**config.mk**
```make
export PLATFORM = sky130hd
export DESIGN_NAME = linreg_bank
export DESIGN_NICKNAME = d
export VERILOG_FILES = /design/src/linreg_pkg.sv /design/src/linreg_bank.sv
export SDC_FILE = /design/constraint.sdc
export NUM_CORES = 1
export LEC_CHECK = 0
export ABC_AREA = 1
export BUFFER_PORTS_ARGS = -buffer_cell sky130_fd_sc_hd__buf_2
export CAP_MARGIN = 20
export CORE_MARGIN = 2
export CORE_UTILIZATION = 35
export CTS_CLUSTER_DIAMETER = 120
export DETAILED_ROUTE_END_ITERATION = 8
export GPL_TIMING_DRIVEN = 0
export PLACE_DENSITY_LB_ADDON = 0.1
export REMOVE_ABC_BUFFERS = 1
export SKIP_CTS_REPAIR_TIMING = 1
export SYNTH_ARGS = -nofsm -noshare
export SYNTH_HDL_FRONTEND = slang
export SYNTH_SLANG_ARGS = --single-unit
export TNS_END_PERCENT = 1
```
**constraint.sdc**
```tcl
create_clock -name pclk -period 4.59 [get_ports pclk]
set_input_delay 0.918 -clock pclk [delete_from_list [all_inputs] [get_ports pclk]]
set_output_delay 0.918 -clock pclk [all_outputs]
set_load 0.05 [all_outputs]
```
**src/linreg_pkg.sv**
```systemverilog
// constants, register map and types for the linear regulator control bank
// assumes word-aligned apb access; register index times four is the byte address
package linreg_pkg;

    localparam int REG_COUNT = 11;

    // register indices; byte address is four times the index
    localparam logic [7:0] IDX_LIMIT_SWITCH       = 8'hC7;
    localparam logic [7:0] IDX_REGULATOR1_CONTROL = 8'hC8;
    localparam logic [7:0] IDX_REGULATOR1_SEQ     = 8'hC9;
    localparam logic [7:0] IDX_REGULATOR1_LOWPWR  = 8'hCA;
    localparam logic [7:0] IDX_REGULATOR2_CONTROL = 8'hCB;
    localparam logic [7:0] IDX_REGULATOR2_SEQ     = 8'hCC;
    localparam logic [7:0] IDX_REGULATOR2_LOWPWR  = 8'hCD;
    localparam logic [7:0] IDX_REGULATOR3_CONTROL = 8'hCE;
    localparam logic [7:0] IDX_REGULATOR3_SEQ     = 8'hCF;
    localparam logic [7:0] IDX_REGULATOR3_LOWPWR  = 8'hD0;
    localparam logic [7:0] IDX_REGULATOR4_CONTROL = 8'hD1;
    localparam logic [7:0] IDX_IRQ_STATUS         = 8'hE8;
    localparam logic [7:0] IDX_IRQ_MASK           = 8'hE9;
    localparam logic [7:0] IDX_SLEEP_SOFTWARE     = 8'hEA;

    // field positions
    localparam int SWITCH_KEEP_BIT   = 4;
    localparam int SLEEP_BULK_BIT    = 1;
    localparam int ACTIVE_BULK_BIT   = 0;
    localparam int MODE_BIT          = 14;
    localparam int FLOAT_BIT         = 10;
    localparam int VCODE_LSB         = 0;
    localparam int FAULT_ACTION_LSB  = 14;
    localparam int START_SLOT_LSB    = 10;
    localparam int STOP_SLOT_LSB     = 6;
    localparam int BEHAVIOUR_LSB     = 12;
    localparam int SOURCE_LSB        = 8;

    // field codes
    localparam logic [3:0] SLOT_NONE      = 4'h0;
    localparam logic [3:0] SLOT_ALL       = 4'hF;
    localparam logic [1:0] ACTION_REG_OFF = 2'h1;
    localparam logic [1:0] BEHAV_IMAGE    = 2'h0;
    localparam logic [1:0] BEHAV_OFF      = 2'h1;
    localparam logic [1:0] SRC_SOFTWARE   = 2'h0;
    localparam logic [1:0] SRC_INPUT_A    = 2'h1;
    localparam logic [1:0] SRC_INPUT_B    = 2'h2;

    // voltage code mapping in millivolts
    localparam logic [4:0]  CODE_SPLIT   = 5'h10;
    localparam logic [11:0] MV_LOW_BASE  = 12'h384;
    localparam logic [11:0] MV_LOW_STEP  = 12'h032;
    localparam logic [11:0] MV_HIGH_BASE = 12'h708;
    localparam logic [11:0] MV_HIGH_STEP = 12'h064;

    // defaults of this variant, and the bits software may write
    localparam logic [15:0] REG_DEFAULTS [REG_COUNT] = '{
        16'h0003, 16'h001C, 16'h0000, 16'h001C, 16'h001B, 16'h0000,
        16'h001C, 16'h001B, 16'h0000, 16'h001C, 16'h001B};
    localparam logic [15:0] REG_WRITABLE [REG_COUNT] = '{
        16'h0013, 16'h441F, 16'hFFC0, 16'h331F, 16'h441F, 16'hFFC0,
        16'h331F, 16'h441F, 16'hFFC0, 16'h331F, 16'h441F};

    localparam logic [2:0] IRQ_MASK_DEFAULT = 3'h0;

    typedef enum logic [1:0] {PS_OFF, PS_STARTUP, PS_ACTIVE, PS_SHUTDOWN} power_state_type;

endpackage

```
**src/linreg_bank.sv**
```systemverilog
// linear regulator control bank: apb register file and per-regulator decode
// assumes an external sequencer supplies power state, slot strobes and fault pulses
//
// Design decision made here: the APB interface to the registers.
`timescale 1ns/1ps
`default_nettype none
module linreg_bank (
    input  wire logic                       pclk,
    input  wire logic                       presetn,
    input  wire logic                       psel,
    input  wire logic                       penable,
    input  wire logic                       pwrite,
    input  wire logic [11:0]                paddr,
    input  wire logic [31:0]                pwdata,
    output logic      [31:0]                prdata,
    output logic                            pready,
    output logic                            pslverr,
    input  wire logic                       sm_reset,
    input  wire linreg_pkg::power_state_type power_state,
    input  wire logic                       slot_strobe,
    input  wire logic [3:0]                 seq_slot,
    input  wire logic                       low_power_input_a,
    input  wire logic                       low_power_input_b,
    input  wire logic                       low_power_input_c,
    input  wire logic                       gpio_sleep_in,
    input  wire logic [2:0]                 reg_fault,
    input  wire logic                       reg4_on_in,
    input  wire logic                       switch_on_in,
    output logic      [2:0]                 reg_on,
    output logic      [2:0]                 reg_switch_select,
    output logic      [2:0][11:0]           reg_millivolts,
    output logic      [3:0]                 reg_discharge,
    output logic                            reg4_switch_select,
    output logic      [11:0]                reg4_millivolts,
    output logic                            switch_sleep_disable,
    output logic                            switch_bulk_detect,
    output logic                            system_shutdown_req,
    output logic                            irq
);
    import linreg_pkg::*;

    function automatic logic [11:0] code_to_mv(input logic [4:0] code);
        if (code < CODE_SPLIT) begin
            return MV_LOW_BASE + 12'(code) * MV_LOW_STEP;
        end
        return MV_HIGH_BASE + 12'(code - CODE_SPLIT) * MV_HIGH_STEP;
    endfunction

    function automatic logic in_bank(input logic [7:0] idx);
        return (idx >= IDX_LIMIT_SWITCH) && (idx <= IDX_REGULATOR4_CONTROL);
    endfunction

    logic [15:0]     regs_reg [REG_COUNT];
    logic [2:0]      irq_status_reg;
    logic [2:0]      irq_mask_reg;
    logic            sleep_sw_reg;
    logic [2:0]      enable_reg;
    logic            was_active_reg;
    logic            was_off_reg;
    logic            prev_sleep_reg;
    logic [7:0]      idx;
    logic [7:0]      slot;
    logic            addr_ok;
    logic            wr_fire;
    logic [2:0]      on_next;
    logic [2:0][4:0] vcode_next;
    logic [2:0]      sleep_now;
    logic            all_off;
    logic            sw_sleep;
    logic            entering_active;
    logic            entering_off;

    assign idx     = paddr[9:2];
    assign slot    = idx - IDX_LIMIT_SWITCH;
    assign addr_ok = (paddr[1:0] == 2'h0) && (paddr[11:10] == 2'h0) &&
                     (in_bank(idx) || idx == IDX_IRQ_STATUS || idx == IDX_IRQ_MASK ||
                      idx == IDX_SLEEP_SOFTWARE);
    assign wr_fire = psel && penable && pwrite && addr_ok;
    // zero wait states; read data is captured in the setup cycle
    assign pready  = 1'b1;

    assign entering_active = (power_state == PS_ACTIVE) && !was_active_reg;
    assign entering_off    = (power_state == PS_OFF) && !was_off_reg;
    assign sw_sleep        = sleep_sw_reg || gpio_sleep_in;

    // ---------------- register file ----------------
    always_ff @(posedge pclk or negedge presetn) begin
        if (!presetn) begin
            for (int k = 0; k < REG_COUNT; k++) begin
                regs_reg[k] <= REG_DEFAULTS[k];
            end
        end else if (sm_reset) begin
            for (int k = 0; k < REG_COUNT; k++) begin
                regs_reg[k] <= REG_DEFAULTS[k];
            end
        end else if (wr_fire && in_bank(idx)) begin
            regs_reg[slot[3:0]] <= pwdata[15:0] & REG_WRITABLE[slot[3:0]];
        end
    end

    always_ff @(posedge pclk or negedge presetn) begin
        if (!presetn) begin
            sleep_sw_reg <= 1'b0;
        end else if (sm_reset) begin
            sleep_sw_reg <= 1'b0;
        end else if (wr_fire && idx == IDX_SLEEP_SOFTWARE) begin
            sleep_sw_reg <= pwdata[0];
        end
    end

    always_ff @(posedge pclk or negedge presetn) begin
        if (!presetn) begin
            irq_mask_reg <= IRQ_MASK_DEFAULT;
        end else if (wr_fire && idx == IDX_IRQ_MASK) begin
            irq_mask_reg <= pwdata[2:0];
        end
    end

    // write-one-to-clear; a fault in the same cycle wins over the clear
    always_ff @(posedge pclk or negedge presetn) begin
        if (!presetn) begin
            irq_status_reg <= 3'h0;
        end else begin
            irq_status_reg <= (irq_status_reg &
                               ~((wr_fire && idx == IDX_IRQ_STATUS) ? pwdata[2:0] : 3'h0))
                              | reg_fault;
        end
    end

    assign irq = |(irq_status_reg & irq_mask_reg);

    always_ff @(posedge pclk or negedge presetn) begin
        if (!presetn) begin
            prdata  <= 32'h0000_0000;
            pslverr <= 1'b0;
        end else if (psel && !penable) begin
            pslverr <= !addr_ok;
            if (!addr_ok) begin
                prdata <= 32'h0000_0000;
            end else if (in_bank(idx)) begin
                prdata <= {16'h0000, regs_reg[slot[3:0]]};
            end else if (idx == IDX_IRQ_STATUS) begin
                prdata <= {29'h0, irq_status_reg};
            end else if (idx == IDX_IRQ_MASK) begin
                prdata <= {29'h0, irq_mask_reg};
            end else begin
                prdata <= {31'h0, sleep_sw_reg};
            end
        end
    end

    // ---------------- sequencing ----------------
    always_ff @(posedge pclk or negedge presetn) begin
        if (!presetn) begin
            was_active_reg <= 1'b0;
            was_off_reg    <= 1'b1;
        end else begin
            was_active_reg <= (power_state == PS_ACTIVE);
            was_off_reg    <= (power_state == PS_OFF);
        end
    end

    always_ff @(posedge pclk or negedge presetn) begin
        if (!presetn) begin
            enable_reg <= 3'h0;
        end else if (sm_reset) begin
            enable_reg <= 3'h0;
        end else begin
            for (int i = 0; i < 3; i++) begin
                logic [15:0] seqw;
                logic [3:0]  start_s;
                logic [3:0]  stop_s;
                seqw    = regs_reg[2 + 3 * i];
                start_s = seqw[START_SLOT_LSB +: 4];
                stop_s  = seqw[STOP_SLOT_LSB +: 4];
                if (reg_fault[i] && seqw[FAULT_ACTION_LSB +: 2] == ACTION_REG_OFF) begin
                    enable_reg[i] <= 1'b0;
                end else if (power_state == PS_STARTUP && slot_strobe &&
                             seq_slot == start_s && start_s != SLOT_NONE &&
                             start_s != SLOT_ALL) begin
                    enable_reg[i] <= 1'b1;
                end else if (entering_active && start_s == SLOT_ALL) begin
                    enable_reg[i] <= 1'b1;
                end else if (power_state == PS_SHUTDOWN && slot_strobe &&
                             seq_slot == stop_s && stop_s != SLOT_NONE &&
                             stop_s != SLOT_ALL) begin
                    enable_reg[i] <= 1'b0;
                end else if (entering_off && (stop_s == SLOT_NONE || stop_s == SLOT_ALL)) begin
                    enable_reg[i] <= 1'b0;
                end
            end
        end
    end

    // codes 10 and 11 demand a system shutdown
    always_ff @(posedge pclk or negedge presetn) begin
        if (!presetn) begin
            system_shutdown_req <= 1'b0;
        end else begin
            system_shutdown_req <= |(reg_fault & {regs_reg[8][FAULT_ACTION_LSB + 1],
                                                  regs_reg[5][FAULT_ACTION_LSB + 1],
                                                  regs_reg[2][FAULT_ACTION_LSB + 1]});
        end
    end

    // ---------------- hibernate and output decode ----------------
    always_comb begin
        for (int i = 0; i < 3; i++) begin
            logic [15:0] lpw;
            logic [15:0] ctw;
            lpw = regs_reg[3 + 3 * i];
            ctw = regs_reg[1 + 3 * i];
            case (lpw[SOURCE_LSB +: 2])
                SRC_SOFTWARE: sleep_now[i] = sleep_sw_reg;
                SRC_INPUT_A:  sleep_now[i] = low_power_input_a;
                SRC_INPUT_B:  sleep_now[i] = low_power_input_b;
                default:      sleep_now[i] = low_power_input_c;
            endcase
            sleep_now[i] = sleep_now[i] || gpio_sleep_in;
            // reserved behaviour codes leave the active settings untouched
            on_next[i] = enable_reg[i] &&
                         !(sleep_now[i] && lpw[BEHAVIOUR_LSB +: 2] == BEHAV_OFF);
            if (sleep_now[i] && lpw[BEHAVIOUR_LSB +: 2] == BEHAV_IMAGE) begin
                vcode_next[i] = lpw[VCODE_LSB +: 5];
            end else begin
                vcode_next[i] = ctw[VCODE_LSB +: 5];
            end
        end
        all_off = !(|on_next) && !reg4_on_in;
    end

    always_ff @(posedge pclk or negedge presetn) begin
        if (!presetn) begin
            reg_on            <= 3'h0;
            reg_switch_select <= 3'h0;
            reg_millivolts    <= '0;
            reg_discharge     <= 4'hF;
        end else begin
            for (int i = 0; i < 3; i++) begin
                reg_on[i]            <= on_next[i];
                reg_switch_select[i] <= regs_reg[1 + 3 * i][MODE_BIT];
                reg_millivolts[i]    <= regs_reg[1 + 3 * i][MODE_BIT] ? 12'h000
                                        : code_to_mv(vcode_next[i]);
                reg_discharge[i]     <= !on_next[i] &&
                                        (!regs_reg[1 + 3 * i][FLOAT_BIT] || all_off);
            end
            reg_discharge[3] <= !reg4_on_in && (!regs_reg[10][FLOAT_BIT] || all_off);
        end
    end

    always_ff @(posedge pclk or negedge presetn) begin
        if (!presetn) begin
            reg4_switch_select <= 1'b0;
            reg4_millivolts    <= 12'h000;
        end else begin
            reg4_switch_select <= regs_reg[10][MODE_BIT];
            reg4_millivolts    <= regs_reg[10][MODE_BIT] ? 12'h000
                                  : code_to_mv(regs_reg[10][VCODE_LSB +: 5]);
        end
    end

    // ---------------- current limit switch ----------------
    always_ff @(posedge pclk or negedge presetn) begin
        if (!presetn) begin
            switch_sleep_disable <= 1'b0;
            switch_bulk_detect   <= 1'b1;
            prev_sleep_reg       <= 1'b0;
        end else begin
            logic sw_off;
            sw_off = !switch_on_in || (sw_sleep && !regs_reg[0][SWITCH_KEEP_BIT]);
            prev_sleep_reg       <= sw_sleep;
            switch_sleep_disable <= sw_sleep && !regs_reg[0][SWITCH_KEEP_BIT];
            switch_bulk_detect   <= sw_off && (sw_sleep ? regs_reg[0][SLEEP_BULK_BIT]
                                                        : regs_reg[0][ACTIVE_BULK_BIT]);
        end
    end
endmodule // linreg_bank
`default_nettype wire

```
# After elaboration in Yosys (flattened, before gate mapping)
# Memory sizes are Yosys's and may differ from the RTL's.
# Cells that the tools add are included.
dict set report totals {
  ff_bits 283
  mem_bits_ro 256
  input_bits 66
  output_inout_bits 97
  elab_cells 279
  memories 1
}
# memory depth word_bits rd rd_clocked_by_memory_dff write_ports line_no
set memory_table {}
lappend memory_table {{(name not given)} 16 16 1 0 0 linreg_bank.sv:97} ;# regs_reg[slot[3:0]] <= pwdata[15:0] & REG_WRITABLE[slot[3:0]];
dict set report classes {
  add_sub_neg 13
  n_mul 8
  order_cmp 8
  n_eq_ne 36
  muxes 56
  n_bitwise 7
  n_reduce_logical 118
}
# op count
set op_table {}
lappend op_table {{$mux 176} 2}
lappend op_table {{$bwmux 176} 1}
lappend op_table {{$mux 12} 12}
lappend op_table {{$mux 16} 7}
lappend op_table {{$bmux 16 s4} 1}
lappend op_table {{$demux 16 s4} 1}
lappend op_table {{$logic_and 1x1->1} 59}
lappend op_table {{$add 10x11->12 const A} 4}
lappend op_table {{$add 11x12->12 const A} 4}
lappend op_table {{$mul 12x5->10 const B} 4}
lappend op_table {{$mul 5x5->10 const B} 4}
lappend op_table {{$eq 4x4->1} 6}
lappend op_table {{$eq 4x4->1 const B} 6}
lappend op_table {{$eq 8x8->1 const B} 3}
lappend op_table {{$ne 4x4->1 const B} 6}
lappend op_table {{$reduce_bool 4->1} 6}
lappend op_table {{$sub 5x5->6 const B} 4}
lappend op_table {{$mux 1} 22}
lappend op_table {{$eq 2x1->1 const B} 10}
lappend op_table {{$lt 5x5->1 const B} 4}
lappend op_table {{$logic_not 1->1} 18}
lappend op_table {{$logic_not 2->1} 9}
lappend op_table {{$reduce_bool 6->1} 3}
lappend op_table {{$and 16x16->16} 1}
lappend op_table {{other kinds (17)} 49}

# Depth between registers and ports, before layout
# Gate-level depths: netlist of the first run.
dict set report depth {
  ltp_word 12
  ltp_mapped 25
  depth_no_buf 25
}

# Worst setup path before layout of the first run
# Ideal clock, no wire load.
dict set report synth_timing {
  path_type {in2reg}
  startpoint {in low_power_input_a}
  endpoint {reg reg_millivolts[23] (netlist bit)}
  setup_time_ns 0.077
  arrival_time_ns 4.146
  required_time_ns 4.513
  path_slack_ns 0.367
  path_stages 21
  n_path_buf 0
  cell_sequence {nand2_1 nand3_1 nand2_1 nand2_1 nand2_1 o21ai_0 ha_1 inv_1 fa_1 inv_1 fa_1 ha_1 a21oi_1 nand2_1 xnor2_1 nand3_1 nor2_1 nor2_1 nand2_1 nand2_1 a21oi_1}
}
dict set report synth_between {
  elab_chain_len 9
  word_cells_on_any_way 14
  classes_between {add/sub (3); mul (2); order compare (1); mux (6); reduce/logical (2)}
}
# element line_no
set synth_rtl {}
lappend synth_rtl {{start: declaration} linreg_bank.sv:22} ;# input wire logic low_power_input_a,
lappend synth_rtl {{$pmux 1 s3 (*)} linreg_bank.sv:213} ;# case (lpw[SOURCE_LSB +: 2])
lappend synth_rtl {{$logic_or 1x1->1 (*)} linreg_bank.sv:219} ;# sleep_now[i] = sleep_now[i] || gpio_sleep_in;
lappend synth_rtl {{$logic_and 1x1->1 (*)} linreg_bank.sv:223} ;# if (sleep_now[i] && lpw[BEHAVIOUR_LSB +: 2] == BEHAV_IMAGE) begin
lappend synth_rtl {{$mux 5 (*)} linreg_bank.sv:223}
lappend synth_rtl {{$sub 5x5->6 or $mul 5x5->10 (tied branches)} {linreg_bank.sv:46, linreg_bank.sv:44}}
lappend synth_rtl {{$mul 12x5->10 or $add 10x11->12 (tied branches)} {linreg_bank.sv:46, linreg_bank.sv:44}}
lappend synth_rtl {{$add 11x12->12 or $mux 12 (tied branches)} {linreg_bank.sv:46, linreg_bank.sv:43}}
lappend synth_rtl {{$mux 12 (*)} linreg_bank.sv:46} ;# return MV_HIGH_BASE + 12'(code - CODE_SPLIT) * MV_HIGH_STEP;
lappend synth_rtl {{$mux 12 (*)} linreg_bank.sv:242} ;# reg_millivolts[i] <= regs_reg[1 + 3 * i][MODE_BIT] ? 12'h000
lappend synth_rtl {{end signal: indexed assignment} linreg_bank.sv:242}
lappend synth_rtl {{end: declaration} linreg_bank.sv:31} ;# output logic [2:0][11:0] reg_millivolts,
# Mark *: on every way between the ends. The rest lies on a longest branch, timed or not. The select of a mux whose other input is x is not followed.
# A chain may end at the register's enable or synchronous reset.

# Worst setup path in the final report of the first run
dict set report layout_timing {
  startpoint {in paddr[2]}
  endpoint {reg regs_reg[31] (netlist bit)}
}
dict set report layout_between {
  elab_chain_len 9
  word_cells_on_any_way 27
  classes_between {add/sub (1); order compare (4); eq/ne (3); mux (7); bitwise (2); reduce/logical (9); memory (1)}
}
# element line_no
set layout_rtl {}
lappend layout_rtl {{start: declaration} linreg_bank.sv:13} ;# input wire logic [11:0] paddr,
lappend layout_rtl {{$sub 4x3->4 (tied with other cells)} linreg_bank.sv:74} ;# assign slot = idx - IDX_LIMIT_SWITCH;
lappend layout_rtl {{$not 4->5 (not written as such) or $logic_and 1x1->1 (tied branches)} {linreg_bank.sv:97, linreg_bank.sv:50}}
lappend layout_rtl {{$mem_v2 16x16 (tied with other cells)} -}
lappend layout_rtl {{$mux 16 (not written as such) (tied with other cells)} linreg_bank.sv:97}
lappend layout_rtl {{$mux 16 (not written as such) or $logic_or 1x1->1 (tied branches)} {linreg_bank.sv:97, linreg_bank.sv:76}}
lappend layout_rtl {{$and 16x16->16 (tied with other cells)} linreg_bank.sv:97}
lappend layout_rtl {{$bwmux 176 or $logic_and 1x1->1 (tied branches)} {linreg_bank.sv:97, linreg_bank.sv:78}}
lappend layout_rtl {{$mux 176 or $logic_and 1x1->1 (tied branches)} linreg_bank.sv:96} ;# end else if (wr_fire && in_bank(idx)) begin
lappend layout_rtl {{$mux 176 or $reduce_bool 2->1 (tied branches)} -}
lappend layout_rtl {{end signal: indexed assignment} linreg_bank.sv:90} ;# regs_reg[k] <= REG_DEFAULTS[k];
lappend layout_rtl {{end signal: indexed assignment} linreg_bank.sv:94} ;# regs_reg[k] <= REG_DEFAULTS[k];
lappend layout_rtl {{end signal: indexed assignment} linreg_bank.sv:97}
lappend layout_rtl {{end: declaration} linreg_bank.sv:53} ;# logic [15:0] regs_reg [REG_COUNT];
# Several ways; a longest one is shown, not always the timed one. The select of a mux whose other input is x is not followed.

==> flow_summary_export.csv, run 1 <==
group,metric,value,unit
status,status,"finished with violations",
status,violations,"design-rule violations",
placement,pre_cts_slack,-1326,ps
logic_synthesis,postSynthCellCount,2277,
flow_run,maxCapViolations,0,
die,die_area,0.04914,mm^2
setup_path,setup.worst_path.start,"paddr[2]",
global_route,gr-usage-all-layers,21.98,%
sta,setup_viol,0,
logic_synthesis,synth.avg_cell_area,7.283,um^2
power,ir_worst_vdd,244.1,uV
drt,drt_wl_total,54.55,mm
setup_path,setup.worst_path.end_class,"flip-flop",
power,power,7.057,mW
cts,cts_buffers,34,
setup_path,critPathRequiredTime,5070,ps
die,coreArea,0.04665,mm^2
global_route,grt_max_degree,107,
placement,post-place-cells,2929,
setup_path,worstPathArrival,4790,ps
drt,drc,8,
logic_synthesis,synth_flop_cell,"dfrtp_1",
sta,finalCritPeriodShare,93.81,%
logic_synthesis,synthArstFlopShare,100.0,%
setup_path,rrSetupSlack,320,ps
die,start_util,35.54,%
setup_path,r2r-end,"reg_millivolts[35]",
logic_synthesis,syn_area,0.01658,mm^2
drt,vias,15200,
sta,tns,0,ps
finish,num-nets-final,2546,
logic_synthesis,ys_ff_latch,252,
cts,clkLatencyLatePin,560,ps
global_route,grt_busiest_layer,"met2",
cts,clkTransAtPathRegs,60,ps
logic_synthesis,synth_edf_count,0,
power,power.leakage,9.990,nW
cts,cts_buffer_depth,3,
drt,wl_per_cell,18.21,um
finish,largest_register_ffs,165,
finish,drive_above_1_share,11.89,%
setup_path,slowest_stage,"nor2_1",
setup_path,crit_chain,"buf_6, ha_1, nand2_1, nand2_1, inv_2, nand2_2, o221ai_1, nor2_1, nand3_1, nand2_1",
drt,first_iter_violations,1140,
placement,place.gp.congestion,0.8559,
finish,n_antenna_cell,0,
finish,final_core_util,40.68,%
global_route,grt_pass1_vias,14360,
drt,viasPerCell,5.072,
setup_path,cpLargestDelayFamily,"simple AND/OR/NAND/NOR gates",
setup_path,crit_top_cell,"nand2_1",
logic_synthesis,ys_seq_area_share,38.27,%
hold_path,hold_class,"in2async",
die,fp.dieW,221.7,um
logic_synthesis,yosysWarnings,0,
global_route,grt_pass1_wl,84.26,mm
sta,drv_slew,0,
sta,skew,15.01,ps
die,die_y,221.7,um
sta,max_freq,232.2,MHz
global_route,grt_use_met2,33.88,%
placement,numPortBuffers,124,
setup_path,cp-start-kind,"input port",
die,rows,79,
setup_path,criticalPathCategory,"in2reg",
sta,worst_slew_margin_rel,20.22,%
power,pwr_density_cell,371.9,mW/mm^2
cts,numClockSinks,252,
sta,setup_ws,284.1,ps
setup_path,critPathMaxStageDelay,910,ps
cts,cts_root_buf,"clkbuf_16",
setup_path,crit_fanout,76,
sta,hold_viol_final,0,
global_route,overflow,0,
finish,final_cell_mix,"789 x nand2_1, 219 x dfrtp_1, 216 x inv_1",
sta,worst_pin_slew,1192,ps
finish,layout.cells.non_filler,2996,
setup_path,reg2reg_depth,21,
global_route,grtUsageMet3,3.048,%
global_route,met1_usage,31.97,%
cts,cts_tree,"yes",
drt,ant_nets,0,
sta,min_period,4306,ps
logic_synthesis,synthDistinctLibCells,49,
global_route,antenna_found_initial,1,
drt,drt-pass1-iter-count,7,
setup_path,worst-path-buf-inv,2,
die,pin_count,163,
cts,htreeDepth,2,
finish,syn_to_final_growth,14.44,%
placement,hpwl,38.83,mm
sta,rsz0062_at_grt,"true",
setup_path,reg2reg_from,"sleep_sw_reg",
finish,final_common_cell,"nand2_1",
logic make-up (layout without fill, tap and decap cells):
| logic type | count (synthesis) | count (layout) | synth area share (%) |
|---|---|---|---|
| other cells | 2 | 21 | 0.04529 |
| flops | 252 | 252 | 38.27 |
| compound gates | 286 | 286 | 9.733 |
| buf+inv | 336 | 429 | 8.760 |
| fa+ha+maj | 117 | 117 | 9.733 |
| xor+xnor | 63 | 63 | 3.327 |
| simple gates | 1221 | 1221 | 30.13 |
final cells by class:
cell class / instances / area [um^2]
clock buffers: 48 / 1027
repair buffers: 138 / 873.3
multi-input cells: 1708 / 8947
well taps: 607 / 759.5
clock inverters: 14 / 158.9
fillers: 4882 / 27680
flip-flops and latches: 252 / 6347
inverters: 229 / 864.6
layer usage:
layer  part of all wire, %  routed length [um]
met5                     0                   0
met4                   2.3                1267
met3                   5.5                3006
met2                    44               24160
met1                    48               26120
report_power, final:
| group | switching [mW] | total, mW | internal [mW] |
|---|---|---|---|
| sequential | 0.0360 | 2.38 | 2.34 |
| clock | 1.10 | 2.84 | 1.74 |
| combinational | 1.34 | 1.85 | 0.507 |
| total | 2.47 | 7.06 | 4.58 |
synthesized netlist by cell type (all sizes together) (5+ instances only):
cell type  number  area [um^2]
o21bai          5        37.54
inv           227        852.1
o21ai         139        699.4
nor2          194        750.7
nor3           15        80.08
nor4            7        43.79
a31oi           8        50.05
nand3b          5        37.54
o22ai          11        68.82
dfrtp         220         5505
fa             20        400.4
ha             97         1214
or2             5        31.28
nand4          24        156.4
o221ai          8        70.07
buf            72        461.7
nand3         162        823.3
nand2         808         3068
o211ai         14        105.1
xor2           33        289.0
dfstp          32        840.8
clkbuf         35        131.4
o2111ai         8        70.07
a21oi          78        390.4
xnor2          30        262.8
worst register-to-register path, delay by kind of cell, from the launching register on:
family,cells,cell delay [ps]
adders and majority gates,4,1560
and+or+nand+nor,11,1170
AOI/OAI and AO/OA,3,570
DFF,1,520
xor gates and xnor gates,1,280
buffers and inverters,2,130
how the worst max path moves through the flow:
stage	end	slack (ps)	cells past startpoint
global placement	regs_reg[108]	-4460	8
detailed placement	regs_reg[9]	-1330	10
global route	reg_millivolts[11]	-40	19
finish	regs_reg[31]	280	10
CTS	regs_reg[9]	-780	10
floorplan	reg_millivolts[11]	140	19
stage by stage:
step / instance area (um^2) / hold WS, ps
finish: 18980 / 316.5
global route: 18980 / 362.2
floorplan: 16060 / 394.9
CTS: 18810 / 336.3
global placement: 17440 / 450.3
detailed placement: 17620 / 457.4
No activity file was read; power rests on OpenSTA's default activity.
==> run 2: changes to the inputs <==
--- a/config.mk
+++ b/config.mk
@@ -11,6 +11,5 @@
 export CORE_MARGIN = 2
-export CORE_UTILIZATION = 35
+export CORE_UTILIZATION = 61
 export CTS_CLUSTER_DIAMETER = 120
 export DETAILED_ROUTE_END_ITERATION = 8
-export GPL_TIMING_DRIVEN = 0
 export PLACE_DENSITY_LB_ADDON = 0.1
--- a/constraint.sdc
+++ b/constraint.sdc
@@ -3,2 +3,2 @@
 set_output_delay 0.918 -clock pclk [all_outputs]
-set_load 0.05 [all_outputs]
+set_load 0.005 [all_outputs]
==> run 2 against run 1 <==
The flow now finishes without violations. Clock power down 18%. Worst hold slack gained 140 ps. Design area down 2.6%. Largest power group is now registers. Sequential power hardly changed. Critical path depth increased by 12. Cell count decreased by 7.9%. Sequential share of layout area grew 0.89 points. Non-clock buffer count grew 38. Global-route usage is 12 points higher.
==> flow_summary_export.csv, run 2 (synthesis gave the netlist of run 1 again) <==
group,metric,value,unit
status,status,"completed",
placement,place.gp.congestion,0.9438,
die,die_y,168.9,um
setup_path,reg2reg_depth,22,
finish,num-nets-final,2579,
hold_path,min_from,"regs_reg[62]",
sta,worst_pin_slew,1196,ps
die,die_area,0.02852,mm^2
drt,drt-pass1-iter-count,6,
die,start_util,61.88,%
finish,n_antenna_cell,0,
global_route,grt_pass1_vias,15040,
placement,hpwl,35.18,mm
finish,regArea,0.006346,mm^2
cts,cts_tree,"yes",
setup_path,criticalPathCategory,"reg2reg",
finish,largest_register_ffs,165,
global_route,gr-usage-all-layers,34.23,%
flow_run,maxCapViolations,0,
cts,cts_root_buf,"clkbuf_16",
global_route,grt_max_degree,137,
sta,rsz0062_at_grt,"false",
global_route,overflow,0,
sta,max_freq,237.9,MHz
drt,viasPerCell,5.778,
sta,hold_viol_final,0,
finish,drive_above_1_share,11.95,%
global_route,grt_pass1_wl,77.51,mm
hold_path,worstHoldPathCells,0,
finish,final_core_util,68.96,%
sta,finalCritPeriodShare,91.59,%
drt,first_iter_violations,1697,
setup_path,critPathRequiredTime,5060,ps
die,fp.dieW,168.9,um
sta,tns,0,ps
setup_path,slowest_stage,"dfrtp_1",
die,rows,60,
finish,syn_to_final_growth,11.45,%
setup_path,cp-start-kind,"flip-flop",
drt,drt_wl_total,48.45,mm
sta,min_period,4204,ps
setup_path,critPathMaxStageDelay,610,ps
cts,clkTransAtPathRegs,60,ps
die,coreArea,0.02680,mm^2
sta,skew,21.59,ps
finish,final_common_cell,"nand2_1",
sta,worst_slew_margin_rel,19.97,%
drt,drc,0,
cts,cts_buffers,29,
drt,wl_per_cell,17.55,um
placement,numPortBuffers,124,
power,ir_worst_vdd,324.1,uV
finish,nFillCells,2340,
setup_path,worstPathArrival,4680,ps
hold_path,hold_class,"reg2reg",
cts,cts_buffer_depth,3,
setup_path,reg2reg_from,"sleep_sw_reg",
sta,setup_viol,0,
cts,htreeDepth,1,
drt,vias,15950,
cts,clkLatencyLatePin,570,ps
die,pin_count,163,
setup_path,crit_fanout,7,
setup_path,crit_chain,"nand2_1, nand3_1, nand2_1, nand2_1, nand2_1, o21ai_0, buf_4, ha_1, inv_1, fa_1, inv_1, fa_1, ha_1, a21oi_1, nand2_1, xnor2_1, nand3_1, nor2_1, nor2_1, nand2_1, nand2_1, a21oi_1",
finish,multi_input_area,0.008856,mm^2
cts,numClockSinks,252,
setup_path,r2r-end,"reg_millivolts[23]",
power,pwr_density_cell,333.7,mW/mm^2
sta,drv_slew,0,
setup_path,crit_top_cell,"nand2_1",
power,power.leakage,10.01,nW
global_route,antenna_found_initial,0,
drt,ant_nets,0,
finish,final_cell_mix,"798 x nand2_1, 220 x dfrtp_1, 217 x inv_1",
hold_path,holdPathEnd,"reg_switch_select[2]",
setup_path,setup.worst_path.end_class,"flip-flop",
setup_path,rrSetupSlack,390,ps
==> run 2: changes by cell type in the layout (fill, tap and decap cells not counted), moves of 4 or more <==
cell	change
buf_4	+46
o21ai_0	+6
clkbuf_1	+6
clkbuf_16	-8
nand2_2	-8
buf_6	-5
nand2_1	+9
o21ai_4	-5
buf_16	-4
==> run 2: how the worst max path moves through the flow <==
stage                           start                 end  cells after the start
finish                   sleep_sw_reg  reg_millivolts[23]                     22
global route             sleep_sw_reg  reg_millivolts[35]                     21
CTS                      sleep_sw_reg  reg_millivolts[23]                     22
detailed placement  low_power_input_a  reg_millivolts[23]                     23
global placement    low_power_input_a  reg_millivolts[35]                     22
floorplan           low_power_input_a  reg_millivolts[11]                     19
==> run 2: metal layers <==
metal | GRT usage [%] | routed length, um | vias up
met5 | 0 | 0 | -
met4 | 11.69 | 1700 | 0
met3 | 5.307 | 4617 | 130
met2 | 54.54 | 21980 | 825
met1 | 47.97 | 20140 | 7513
li1 | - | - | 7480
==> run 2: through the flow <==
stage                     power [mW]  worst slack [ps]  hold WS [ps]  cell area (um^2)  std cells
after floorplan                3.315             137.0         394.9             16060       2189
final                          6.168             386.2         455.3             18480       2760
after global placement         3.813             68.38         436.7             17520       2704
after detailed placement       3.861             34.27         443.6             17530       2705
after CTS                      6.163             422.2         457.5             18470       2759
after global routing           6.459             38.21         483.1             18480       2760
==> run 2: cell type report <==
| class | count | share of cell area (%) |
|---|---|---|
| well taps | 341 | 2.309 |
| repair buffers | 176 | 5.714 |
| inverters | 229 | 4.651 |
| multi-input cells | 1708 | 47.92 |
| flip-flops and latches | 252 | 34.34 |
| clock buffers | 45 | 4.522 |
| clock inverters | 9 | 0.5484 |
==> run 2: critical path, delay by kind of cell, from the launching register on <==
family	cells	cell delay (ps)
AO/OA/AOI/OAI	3	500
XOR/XNOR	1	190
adder cells (fa/ha/maj)	4	1500
buffers and inverters	3	280
flip-flops	1	610
AND/OR/NAND/NOR	11	1030
==> run 2: where the power goes <==
part	switching, mW	internal [mW]	total, mW
clock	0.959	1.36	2.32
combinational	0.939	0.535	1.47
sequential	0.0370	2.34	2.38
